File: src/hw/timer6_ctrl_defs.svh
`ifndef TIMER6_CTRL_DEFS_SVH
`define TIMER6_CTRL_DEFS_SVH

`define ADDR_W              16
`define TMC_OFFSET          16'hFF57
`define PORT_DIR_OFFSET     16'hFF2A
`define TMC_RESET           8'h00
`define PORT_DIR_RESET      8'hFF
`define BIT_GATE            3'h0
`define BIT_LEVEL           3'h1
`define BIT_CLR_CMD         3'h2
`define BIT_SET_CMD         3'h3
`define BIT_PWM             3'h6
`define BIT_RUN             3'h7
`define TMC_STORE_MASK      8'hC3

`endif

File: src/hw/timer6_ctrl_pkg.sv
package timer6_ctrl_pkg;

    // controls handed to the counting and waveform logic
    typedef struct packed {
        logic run;
        logic pwm_mode;
        logic level_or_toggle;
        logic output_gate;
    } timer_ctrl_t;

    typedef struct packed {
        logic       wr;
        logic       rd;
        logic [7:0] data;
    } outff_cmd_t;

endpackage : timer6_ctrl_pkg

File: src/hw/timer6_mode_control.sv
`timescale 1ns/100ps
`include "timer6_ctrl_defs.svh"
module timer6_mode_control (
    input  wire logic                        clk_in,
    input  wire logic                        sys_rst_in,
    input  wire logic [`ADDR_W-1:0]          addr_in,
    input  wire logic [7:0]                  wdata_in,
    input  wire logic [7:0]                  wmask_in,
    input  wire logic                        wr_in,
    input  wire logic                        rd_in,
    input  wire logic                        match_in,
    input  wire logic                        count_wave_in,
    input  wire logic [1:0]                  port_latch_in,
    output logic [7:0]                       rdata_out,
    output timer6_ctrl_pkg::timer_ctrl_t     ctrl_out,
    output logic                             count_clear_out,
    output logic                             outff_out,
    output logic                             timer6_wave_out,
    output logic [7:0]                       port10_direction_out,
    output logic                             pin_oe_out
);

    logic [7:0] timer6_mode_control_ff;
    logic [7:0] port10_direction_ff;
    logic       outff_ff;
    logic [7:0] rdata_ff;
    logic       rd_hit_tmc_ff;

    wire sel_tmc = (addr_in == `TMC_OFFSET);
    wire sel_dir = (addr_in == `PORT_DIR_OFFSET);
    wire wr_tmc  = wr_in && sel_tmc;
    wire wr_dir  = wr_in && sel_dir;

    // bit or byte writes
    // one lane per bit, so a single-bit write never disturbs its neighbours
    logic [7:0] nxt_tmc;
    logic [7:0] nxt_dir;
    for (genvar b = 0; b < 8; b++) begin : g_wlane
        assign nxt_tmc[b] = wmask_in[b] ? wdata_in[b] : timer6_mode_control_ff[b];
        assign nxt_dir[b] = wmask_in[b] ? wdata_in[b] : port10_direction_ff[b];
    end

    wire [7:0] tmc_stored = nxt_tmc & `TMC_STORE_MASK;

    wire set_cmd = wr_tmc && wmask_in[`BIT_SET_CMD] && wdata_in[`BIT_SET_CMD];
    wire clr_cmd = wr_tmc && wmask_in[`BIT_CLR_CMD] && wdata_in[`BIT_CLR_CMD];

    wire run_bit   = timer6_mode_control_ff[`BIT_RUN];
    wire pwm_bit   = timer6_mode_control_ff[`BIT_PWM];
    wire lvl_bit   = timer6_mode_control_ff[`BIT_LEVEL];
    wire gate_bit  = timer6_mode_control_ff[`BIT_GATE];
    // toggle on match only outside pwm
    wire toggle_ev = run_bit && !pwm_bit && lvl_bit && match_in;

    wire nxt_outff = (set_cmd && !clr_cmd) ? 1'b1 :
                     (clr_cmd && !set_cmd) ? 1'b0 :
                     (set_cmd && clr_cmd)  ? outff_ff :
                     toggle_ev             ? ~outff_ff : outff_ff;

    wire [7:0] nxt_rdata = sel_tmc ? timer6_mode_control_ff :
                           sel_dir ? port10_direction_ff : 8'h00;

    always_ff @(posedge clk_in) begin
        if (sys_rst_in) begin
            timer6_mode_control_ff <= `TMC_RESET;
        end else if (wr_tmc) begin
            timer6_mode_control_ff <= tmc_stored;
        end
    end

    // direction reset to ones, per-bit direction
    always_ff @(posedge clk_in) begin
        if (sys_rst_in) begin
            port10_direction_ff <= `PORT_DIR_RESET;
        end else if (wr_dir) begin
            port10_direction_ff <= nxt_dir;
        end
    end

    always_ff @(posedge clk_in) begin
        if (sys_rst_in) begin
            outff_ff <= 1'b0;
        end else begin
            outff_ff <= nxt_outff;
        end
    end

    always_ff @(posedge clk_in) begin
        if (sys_rst_in) begin
            rdata_ff      <= 8'h00;
            rd_hit_tmc_ff <= 1'b0;
        end else begin
            rdata_ff      <= rd_in ? nxt_rdata : 8'h00;
            rd_hit_tmc_ff <= rd_in && sel_tmc;
        end
    end

    assign rdata_out = rdata_ff;
    assign ctrl_out.run             = run_bit;
    assign ctrl_out.pwm_mode        = pwm_bit;
    assign ctrl_out.level_or_toggle = lvl_bit;
    assign ctrl_out.output_gate     = gate_bit;
    assign count_clear_out = !run_bit;
    assign outff_out       = outff_ff;
    wire wave_src = pwm_bit ? (count_wave_in ^ lvl_bit) : outff_ff;
    assign timer6_wave_out = gate_bit ? wave_src : 1'b0;
    assign pin_oe_out      = gate_bit && !port10_direction_ff[1];
    assign port10_direction_out = port10_direction_ff;

    reset_clear_a: assert property (@(posedge clk_in)
        sys_rst_in |=> (timer6_mode_control_ff == 8'h00 && !outff_ff))
        else $error("mode control not cleared by reset");
    reset_dir_a: assert property (@(posedge clk_in)
        sys_rst_in |=> port10_direction_ff == 8'hFF)
        else $error("direction not all ones after reset");
    cmd_readzero_a: assert property (@(posedge clk_in) disable iff (sys_rst_in)
        rd_hit_tmc_ff |-> rdata_out[3:2] == 2'b00)
        else $error("set or clear command read back nonzero");
    outff_set_a: assert property (@(posedge clk_in) disable iff (sys_rst_in)
        (set_cmd && !clr_cmd) |=> outff_ff)
        else $error("output flip-flop not set");
    outff_clear_a: assert property (@(posedge clk_in) disable iff (sys_rst_in)
        (clr_cmd && !set_cmd) |=> !outff_ff)
        else $error("output flip-flop not cleared");
    outff_hold_a: assert property (@(posedge clk_in) disable iff (sys_rst_in)
        (set_cmd && clr_cmd) |=> $stable(outff_ff))
        else $error("prohibited code changed flip-flop");
    gate_off_a: assert property (@(posedge clk_in) disable iff (sys_rst_in)
        !gate_bit |-> (!timer6_wave_out && !pin_oe_out))
        else $error("output driven while gate off");
    stop_clear_a: assert property (@(posedge clk_in) disable iff (sys_rst_in)
        (wr_tmc && !tmc_stored[7]) |=> (count_clear_out && !ctrl_out.run))
        else $error("stop did not clear counter");
    bit_write_a: assert property (@(posedge clk_in) disable iff (sys_rst_in)
        wr_dir |=>
        ((port10_direction_ff ^ $past(port10_direction_ff)) & ~$past(wmask_in)) == 8'h00)
        else $error("single-bit write disturbed other bits");
    pwm_mode_a: assert property (@(posedge clk_in) disable iff (sys_rst_in)
        (gate_bit && pwm_bit) |-> timer6_wave_out == (count_wave_in ^ lvl_bit))
        else $error("pwm output wrong level");
    toggle_a: assert property (@(posedge clk_in) disable iff (sys_rst_in)
        (toggle_ev && !set_cmd && !clr_cmd) |=> outff_ff != $past(outff_ff))
        else $error("no toggle on match");

    // register storage checks: held, masked and loaded lane by lane

    // command and spare bits never stored
    tmc_gap_zero_a: assert property (@(posedge clk_in) disable iff (sys_rst_in)
        timer6_mode_control_ff[5:2] == 4'h0)
        else $error("mode control stored a command or spare bit");

    spare_read_a: assert property (@(posedge clk_in) disable iff (sys_rst_in)
        rd_hit_tmc_ff |-> rdata_out[5:4] == 2'h0)
        else $error("spare mode control bits read back nonzero");

    tmc_lane_keep_a: assert property (@(posedge clk_in) disable iff (sys_rst_in)
        wr_tmc |=> ((timer6_mode_control_ff ^ $past(timer6_mode_control_ff))
                    & ~$past(wmask_in)) == 8'h00)
        else $error("mode control write touched an unmasked bit");

    tmc_lane_load_a: assert property (@(posedge clk_in) disable iff (sys_rst_in)
        wr_tmc |=> ((timer6_mode_control_ff ^ $past(wdata_in)) & $past(wmask_in)
                    & `TMC_STORE_MASK) == 8'h00)
        else $error("mode control write did not load a masked bit");

    tmc_idle_a: assert property (@(posedge clk_in) disable iff (sys_rst_in)
        !wr_tmc |=> $stable(timer6_mode_control_ff))
        else $error("mode control changed without a write");

    dir_lane_load_a: assert property (@(posedge clk_in) disable iff (sys_rst_in)
        wr_dir |=> ((port10_direction_ff ^ $past(wdata_in)) & $past(wmask_in)) == 8'h00)
        else $error("direction write did not load a masked bit");

    dir_idle_a: assert property (@(posedge clk_in) disable iff (sys_rst_in)
        !wr_dir |=> $stable(port10_direction_ff))
        else $error("direction changed without a write");

    unmapped_write_a: assert property (@(posedge clk_in) disable iff (sys_rst_in)
        (wr_in && !sel_tmc && !sel_dir) |=>
        ($stable(timer6_mode_control_ff) && $stable(port10_direction_ff)))
        else $error("unmapped write changed a register");

    dir_out_a: assert property (@(posedge clk_in) disable iff (sys_rst_in)
        port10_direction_out == port10_direction_ff)
        else $error("direction output differs from register");

    // control outputs to the counter, and read data and pin outputs after reset

    run_out_a: assert property (@(posedge clk_in) disable iff (sys_rst_in)
        ctrl_out.run == timer6_mode_control_ff[7])
        else $error("run control differs from bit seven");

    count_clear_a: assert property (@(posedge clk_in) disable iff (sys_rst_in)
        count_clear_out == !ctrl_out.run)
        else $error("count clear not the inverse of run");

    mode_out_a: assert property (@(posedge clk_in) disable iff (sys_rst_in)
        ctrl_out.pwm_mode == timer6_mode_control_ff[6])
        else $error("mode control differs from bit six");

    level_out_a: assert property (@(posedge clk_in) disable iff (sys_rst_in)
        ctrl_out.level_or_toggle == timer6_mode_control_ff[1])
        else $error("level control differs from bit one");

    gate_out_a: assert property (@(posedge clk_in) disable iff (sys_rst_in)
        ctrl_out.output_gate == timer6_mode_control_ff[0])
        else $error("gate control differs from bit zero");

    reset_run_a: assert property (@(posedge clk_in)
        sys_rst_in |=> (count_clear_out && !ctrl_out.run))
        else $error("counter not stopped after reset");

    reset_pins_a: assert property (@(posedge clk_in)
        sys_rst_in |=> (rdata_out == 8'h00 && !timer6_wave_out && !pin_oe_out))
        else $error("outputs active after reset");

    // pin and flip-flop behaviour

    clear_mode_pin_a: assert property (@(posedge clk_in) disable iff (sys_rst_in)
        (gate_bit && !pwm_bit) |-> timer6_wave_out == outff_ff)
        else $error("pin differs from output flip-flop");

    oe_on_a: assert property (@(posedge clk_in) disable iff (sys_rst_in)
        (gate_bit && !port10_direction_ff[1]) |-> pin_oe_out)
        else $error("pin not driven with gate on");

    oe_input_a: assert property (@(posedge clk_in) disable iff (sys_rst_in)
        port10_direction_ff[1] |-> !pin_oe_out)
        else $error("pin driven while set as input");

    toggle_off_a: assert property (@(posedge clk_in) disable iff (sys_rst_in)
        (!lvl_bit && !set_cmd && !clr_cmd) |=> $stable(outff_ff))
        else $error("flip-flop moved with toggle disabled");

    pwm_no_toggle_a: assert property (@(posedge clk_in) disable iff (sys_rst_in)
        (pwm_bit && !set_cmd && !clr_cmd) |=> $stable(outff_ff))
        else $error("flip-flop moved in pwm mode");

    stopped_hold_a: assert property (@(posedge clk_in) disable iff (sys_rst_in)
        (!run_bit && !set_cmd && !clr_cmd) |=> $stable(outff_ff))
        else $error("flip-flop moved while stopped");

    set_beats_match_a: assert property (@(posedge clk_in) disable iff (sys_rst_in)
        (set_cmd && !clr_cmd && toggle_ev) |=> outff_ff)
        else $error("match toggle overrode a set");

    clr_beats_match_a: assert property (@(posedge clk_in) disable iff (sys_rst_in)
        (clr_cmd && !set_cmd && toggle_ev) |=> !outff_ff)
        else $error("match toggle overrode a clear");

    outff_pin_a: assert property (@(posedge clk_in) disable iff (sys_rst_in)
        outff_out == outff_ff)
        else $error("flip-flop output differs from register");

    pwm_low_a: assert property (@(posedge clk_in) disable iff (sys_rst_in)
        (gate_bit && pwm_bit && lvl_bit) |-> timer6_wave_out == !count_wave_in)
        else $error("active low pwm not inverted");

    pwm_high_a: assert property (@(posedge clk_in) disable iff (sys_rst_in)
        (gate_bit && pwm_bit && !lvl_bit) |-> timer6_wave_out == count_wave_in)
        else $error("active high pwm inverted");

    // read path

    // read data only after a read
    rdata_idle_a: assert property (@(posedge clk_in) disable iff (sys_rst_in)
        !rd_in |=> rdata_out == 8'h00)
        else $error("read data present without a read");

    unmapped_read_a: assert property (@(posedge clk_in) disable iff (sys_rst_in)
        (rd_in && !sel_tmc && !sel_dir) |=> rdata_out == 8'h00)
        else $error("unmapped read returned data");

    dir_read_a: assert property (@(posedge clk_in) disable iff (sys_rst_in)
        (rd_in && sel_dir) |=> rdata_out == $past(port10_direction_ff))
        else $error("direction read returned wrong value");

    tmc_read_a: assert property (@(posedge clk_in) disable iff (sys_rst_in)
        (rd_in && sel_tmc) |=> rdata_out == $past(timer6_mode_control_ff))
        else $error("mode control read returned wrong value");

    run_pwm_c: cover property (@(posedge clk_in) ctrl_out.run && ctrl_out.pwm_mode);
    toggle_c:  cover property (@(posedge clk_in) toggle_ev);
    set_c:     cover property (@(posedge clk_in) set_cmd ##1 clr_cmd);
    dir_c:     cover property (@(posedge clk_in) wr_dir ##1 pin_oe_out);
    pwm_pin_c: cover property (@(posedge clk_in) gate_bit && pwm_bit && lvl_bit);

endmodule : timer6_mode_control

File: config.mk
export PLATFORM = sky130hd
export DESIGN_NAME = timer6_mode_control
export DESIGN_NICKNAME = d
export VERILOG_FILES = /design/src/hw/timer6_ctrl_pkg.sv /design/src/hw/timer6_mode_control.sv
export VERILOG_INCLUDE_DIRS = /design/src /design/src/hw
export SDC_FILE = /design/constraint.sdc
export NUM_CORES = 1
export LEC_CHECK = 0
export ABC_AREA = 1
export BUFFER_PORTS_ARGS = -buffer_cell sky130_fd_sc_hd__buf_4
export CAP_MARGIN = 30
export CORE_UTILIZATION = 37
export DETAILED_ROUTE_END_ITERATION = 8
export PLACE_DENSITY = 0.78
export SYNTH_ARGS = -nofsm -noshare
export SYNTH_HDL_FRONTEND = slang
export SYNTH_SLANG_ARGS = --single-unit
File: constraint.sdc
create_clock -name clk_in -period 1 [get_ports clk_in]
set_input_delay 0.1 -clock clk_in [delete_from_list [all_inputs] [get_ports clk_in]]
set_output_delay 0.1 -clock clk_in [all_outputs]
set_load 0.1 [all_outputs]
* Word level (Yosys, flattened, before mapping)
Index checks and enable logic that the tools add are counted.
** Word-level totals
- Bits of input ports :: 40
- Output and inout port bits :: 24
- Logic and storage cells :: 64
- Register bits after elaboration :: 21
** Operators by class
- Eq/ne operators :: 3
- Reductions and logical operators :: 34
- Mux-type cells :: 8
- Bitwise operators :: 4
** Operators by type and width (number)
- 16-bit == test (second input constant) :: 2
- 2-bit AND reduction :: 13
- 8-bit two-way mux :: 2
- 1-bit logical AND :: 13
- 1-bit two-way mux :: 6
- 1-bit logical NOT :: 5
- 4-bit OR reduction :: 1
- 3-bit != test (second input constant) :: 1
- 1-bit inverter :: 3
- 3-bit nonzero test :: 1
- 2-bit OR reduction :: 1
- 1-bit bitwise XOR :: 1

* Depth between registers and ports, before layout
- Word-level depth :: 8
- Mapped depth :: 11
- Mapped depth without buffers :: 11

* Worst setup path before layout
No wires, ideal clock.
- Path type :: reg2out
- Start point :: register outff_ff, in the netlist outff_out
- End point :: output port timer6_wave_out
- Cell stages (with the launch flop) :: 3
- Data required time :: 0.900 ns
- Arrival time :: 2.675 ns
- Setup slack :: -1.775 ns
- Buffers on the path :: 0
- Cells stage by stage :: dfxtp_1 > o21ai_0 > a21oi_1
** On the way
- Longest elaborated chain between the ends :: 2
** Ends and longest elaborated chain
- start: declaration :: line timer6_mode_control.sv:25 : logic outff_ff;
- start signal: assignment :: line timer6_mode_control.sv:84 : outff_ff <= nxt_outff;
- 1-bit two-way mux :: line timer6_mode_control.sv:105 : wire wave_src = pwm_bit ? (count_wave_in ^ lvl_bit) : outff_ff;
- 1-bit two-way mux :: line timer6_mode_control.sv:106 : assign timer6_wave_out = gate_bit ? wave_src : 1'b0;
- end: declaration :: line timer6_mode_control.sv:18 : output logic timer6_wave_out,
Every way passes these cells.

* Worst setup path in the final report
- Start point :: register timer6_mode_control_ff[1]
- End point :: output port timer6_wave_out
** On the way
- Longest elaborated chain between the ends :: 3
** Ends and longest elaborated chain
- start: declaration :: line timer6_mode_control.sv:23 : logic [7:0] timer6_mode_control_ff;
- start signal: assignment :: line timer6_mode_control.sv:65 : timer6_mode_control_ff <= `TMC_RESET;
- start signal: assignment :: line timer6_mode_control.sv:67 : timer6_mode_control_ff <= tmc_stored;
- 1-bit bitwise XOR :: line timer6_mode_control.sv:105
- 1-bit two-way mux :: line timer6_mode_control.sv:105
- 1-bit two-way mux :: line timer6_mode_control.sv:106
Every way passes these cells.

==> summary.md <==
| Metric | Value |
|---|---|
| Area growth from synthesis to final layout | `108%` |
| Accumulated negative setup slack | `-1170 ps` |
| I/O pin count | `64` |
| Row cnt | `18` |
| Residual antenna-violating net count after detailed routing | `0` |
| Worst min-delay path class | `in2reg` |
| Starting utilization of the core area | `39.5%` |
| Static leakage | `0.000972 µW` |
| First-pass GRT wire length | `5.24 mm` |
| CTS H-tree lvls | `1` |
| Synth Area in Compound Gates | `13.7%` |
| Final setup slack of the worst path | `-262 ps` |
| Inserted Clock Buffers | `3` |
| Synth unique cells | `21` |
| Clock Tree Root | `clkbuf_4` |
| Routed via count divided by cell count | `5.59` |
| Aggregate routed wire length | `3.88 mm` |
| Fraction of layout cells with a size suffix above 1 | `57.5%` |
| Number of synthesized register bits | `21` |
| First-pass detailed-route iteration total | `6` |
| Vias in the first global route | `1263` |
| Routability-driven placement congestion ratio | `0.871` |
| Start point of the worst min-delay path | `wdata_in[4]` |
| Number of violations of the max-capacitance limit | `0` |
| Pin count of the biggest net entering global routing | `17` |
| Delay of the slowest critical-path stage | `370 ps` |
| Xor and xnor fraction of the mapped netlist area | `0.886%` |
| Cell class contributing the biggest share of worst-path delay | `flip-flops` |
| Pwr dens | `707 mW/mm²` |
| Data arrival time of the worst path | `1160 ps` |
| Final Skew | `4.16 ps` |
| Worst vdd rail ir drop | `0.000871 V` |
| Failing checks | `negative setup slack` |
| Unrepaired setup endpoints after global routing | `yes` |
| Fin crit share | `126%` |
| Clock latency of the later-clocked register in the worst-skew pair | `300 ps` |
| Peak clock frequency supported by timing | `0.792 GHz` |
| Reg2Reg Launch Point | `timer6_mode_control_ff[7]` |
| Nets | `255` |
| Antenna cells | `0` |
| Detailed placement HPWL | `2.33 mm` |
| Startpoint type of the worst setup path | `flop` |
| Average wire per standard cell | `15.9 µm` |
| Basic-gate share of the synthesized area counting and, or, nand and nor cells | `33.2%` |
| Library cell contributing the largest single delay on the critical path | `dfxtp_4` |
| Total GRT Usage | `25.2%` |
| Area share of fa/ha/maj cells after synthesis | `0%` |
| Maximum fanout encountered on the critical timing path | `2` |
| Quantity of I/O buffers inserted on ports | `61` |
| Number of buffer and inverter stages on the critical path | `1` |
| Final critical delay including setup and external delays | `1260 ps` |
| Dominant combinational cell family by area after synthesis | `simple AND/OR/NAND/NOR gates` |
| Antenna violations before repair | `0` |
| Outcome | `complete, but fails checks` |
| Total number of vias | `1363` |
| Worst setup path class | `reg2out` |
| Y dimension of the die | `53.7 µm` |
| Number of violations reported at the end of detailed-routing iteration 0 | `37` |
| Synth Cell Area | `988 µm²` |
| Sort of element at the end of the critical path | `primary output` |
| Clock transition at path regs | `120 ps` |
| Avg Synthesized Cell Area | `7.27 µm²` |
| Number of nets produced by synthesis | `176` |
| Slew Limit Fails | `0` |
| Mux share of post-synthesis cell area | `0%` |
| Maximum buffer depth of the clock tree | `2` |
| Number of warnings printed during yosys synthesis | `0` |
| Core outline area | `0.00250 mm²` |
| Worst Setup Slack post-DPL | `-306 ps` |
| Hold Violations, Final | `0` |
| Die Width | `53.7 µm` |
| Cell-by-cell trace of the critical path | `xnor2_2, a21oi_4, buf_12` |
| Slew at the pin closest to its max-slew limit | `271 ps` |
| GRT Residual Overflow | `0` |
| Drt drc | `0` |
| Launching element of the worst setup path | `timer6_mode_control_ff[1]` |
| Clock sinks | `21` |
| Setup Viol. Count Final | `13` |
| TritonCTS clock tree | `built` |
| Relative slew slack | `81.8%` |
| Area enclosed by the die boundary | `0.00288 mm²` |
| Instance count of the mapped netlist | `136` |
| Required time of the critical path | `900 ps` |
| Sequential area share after synthesis | `42.5%` |
[where the power goes]
part	leakage [µW]	switching, µW	internal [µW]	total (µW)
logic	0.000778	105	127	232
registers	0.000176	0.00616	808	808
clock network	0.0000177	264	149	413
total	0.000972	369	1080	1450
[sequential cells by signal, summed over array words and instances (netlist names)]
register,flops
port10_direction_out,8
timer6_mode_control_ff,4
outff_out,1
rdata_out,8
[synth_stat cells (all sizes together)]
| cell type | instances | area [µm²] |
|---|---|---|
| xnor2 | 1 | 8.76 |
| clkbuf | 1 | 5.00 |
| buf | 2 | 16.3 |
| o21ai | 11 | 55.1 |
| o211ai | 2 | 15.0 |
| inv | 20 | 75.1 |
| o31ai | 2 | 15.0 |
| nand3b | 1 | 7.51 |
| nand4 | 8 | 50.1 |
| nand3 | 13 | 75.1 |
| nand2 | 28 | 113 |
| a21oi | 10 | 50.1 |
| dfxtp | 21 | 420 |
| nor3 | 1 | 16.3 |
| nor2 | 15 | 66.3 |
[per-layer routing]
| layer | part of all wire (%) | track usage, % |
|---|---|---|
| met1 | 33 | 27.5 |
| met2 | 54 | 44.9 |
| met3 | 9.4 | 5.08 |
| met4 | 3.4 | 14.0 |
| met5 | 0 | 0 |
[path summary, 6_finish.rpt]
path / depth (start not counted) / slack (ps) / endpoint
hold / removal: 3 / 20 / port10_direction_out[4]
setup reg to reg: 8 / -110 / outff_out
hold reg to reg: 2 / 490 / rdata_out[4]
setup / recovery: 3 / -260 / timer6_wave_out
[what timing repair did]
item                                    CTS  global route
buffers inserted                          2             5
pin swaps                                 1            13
endpoints found under the setup margin   24            29
resized for setup                        55            42
endpoints found under the hold margin     1             0
hold buffers                              3             0
[final cells by class]
class                   instances  area [µm²]
clock buffers                   3        22.5
clock inverters                 1        5.00
fillers                       152         444
inverters                      20        81.3
multi-input cells              92         577
flip-flops and latches         21         472
well taps                      30        37.5
repair buffers                 77         861
[worst min-delay path, cell delays in order]
cell and delay [ps]:
buf_4 100, inv_1 30, o21ai_0 60
[placed cells by master, fill, tap and decap left out, types with 5 or more instances in the layout]
cell,n
buf_12,16
nand2_1,21
nor2_4,5
buf_6,16
o21ai_0,6
inv_1,18
dfxtp_4,10
nand4_1,8
buf_4,40
a21oi_1,8
nor2_1,9
nand3_1,9
dfxtp_2,11
[through the flow]
step / cell area (µm²) / instances / utilization, % / hold WS (ps) / total power [µW]
after CTS: 1870 / 241 / 74.9 / 26.3 / 1440
after detailed placement: 1590 / 233 / 63.7 / 326 / 1030
after global placement: 1590 / 233 / 63.7 / 325 / 1020
final: 2060 / 244 / 82.2 / 23.3 / 1450
after floorplan: 1050 / 136 / - / 159 / 893
after global routing: 2060 / 244 / 82.2 / 33.9 / 1510
[cell families (layout without fill, tap and decap cells)]
kind of cell | after synthesis | after routing
buffers and inverters | 23 | 101
and+or+nand+nor | 66 | 66
AOI/OAI and AO/OA | 25 | 25
DFF | 21 | 21
xor gates and xnor gates | 1 | 1
No activity file was read; power rests on OpenSTA's default activity.
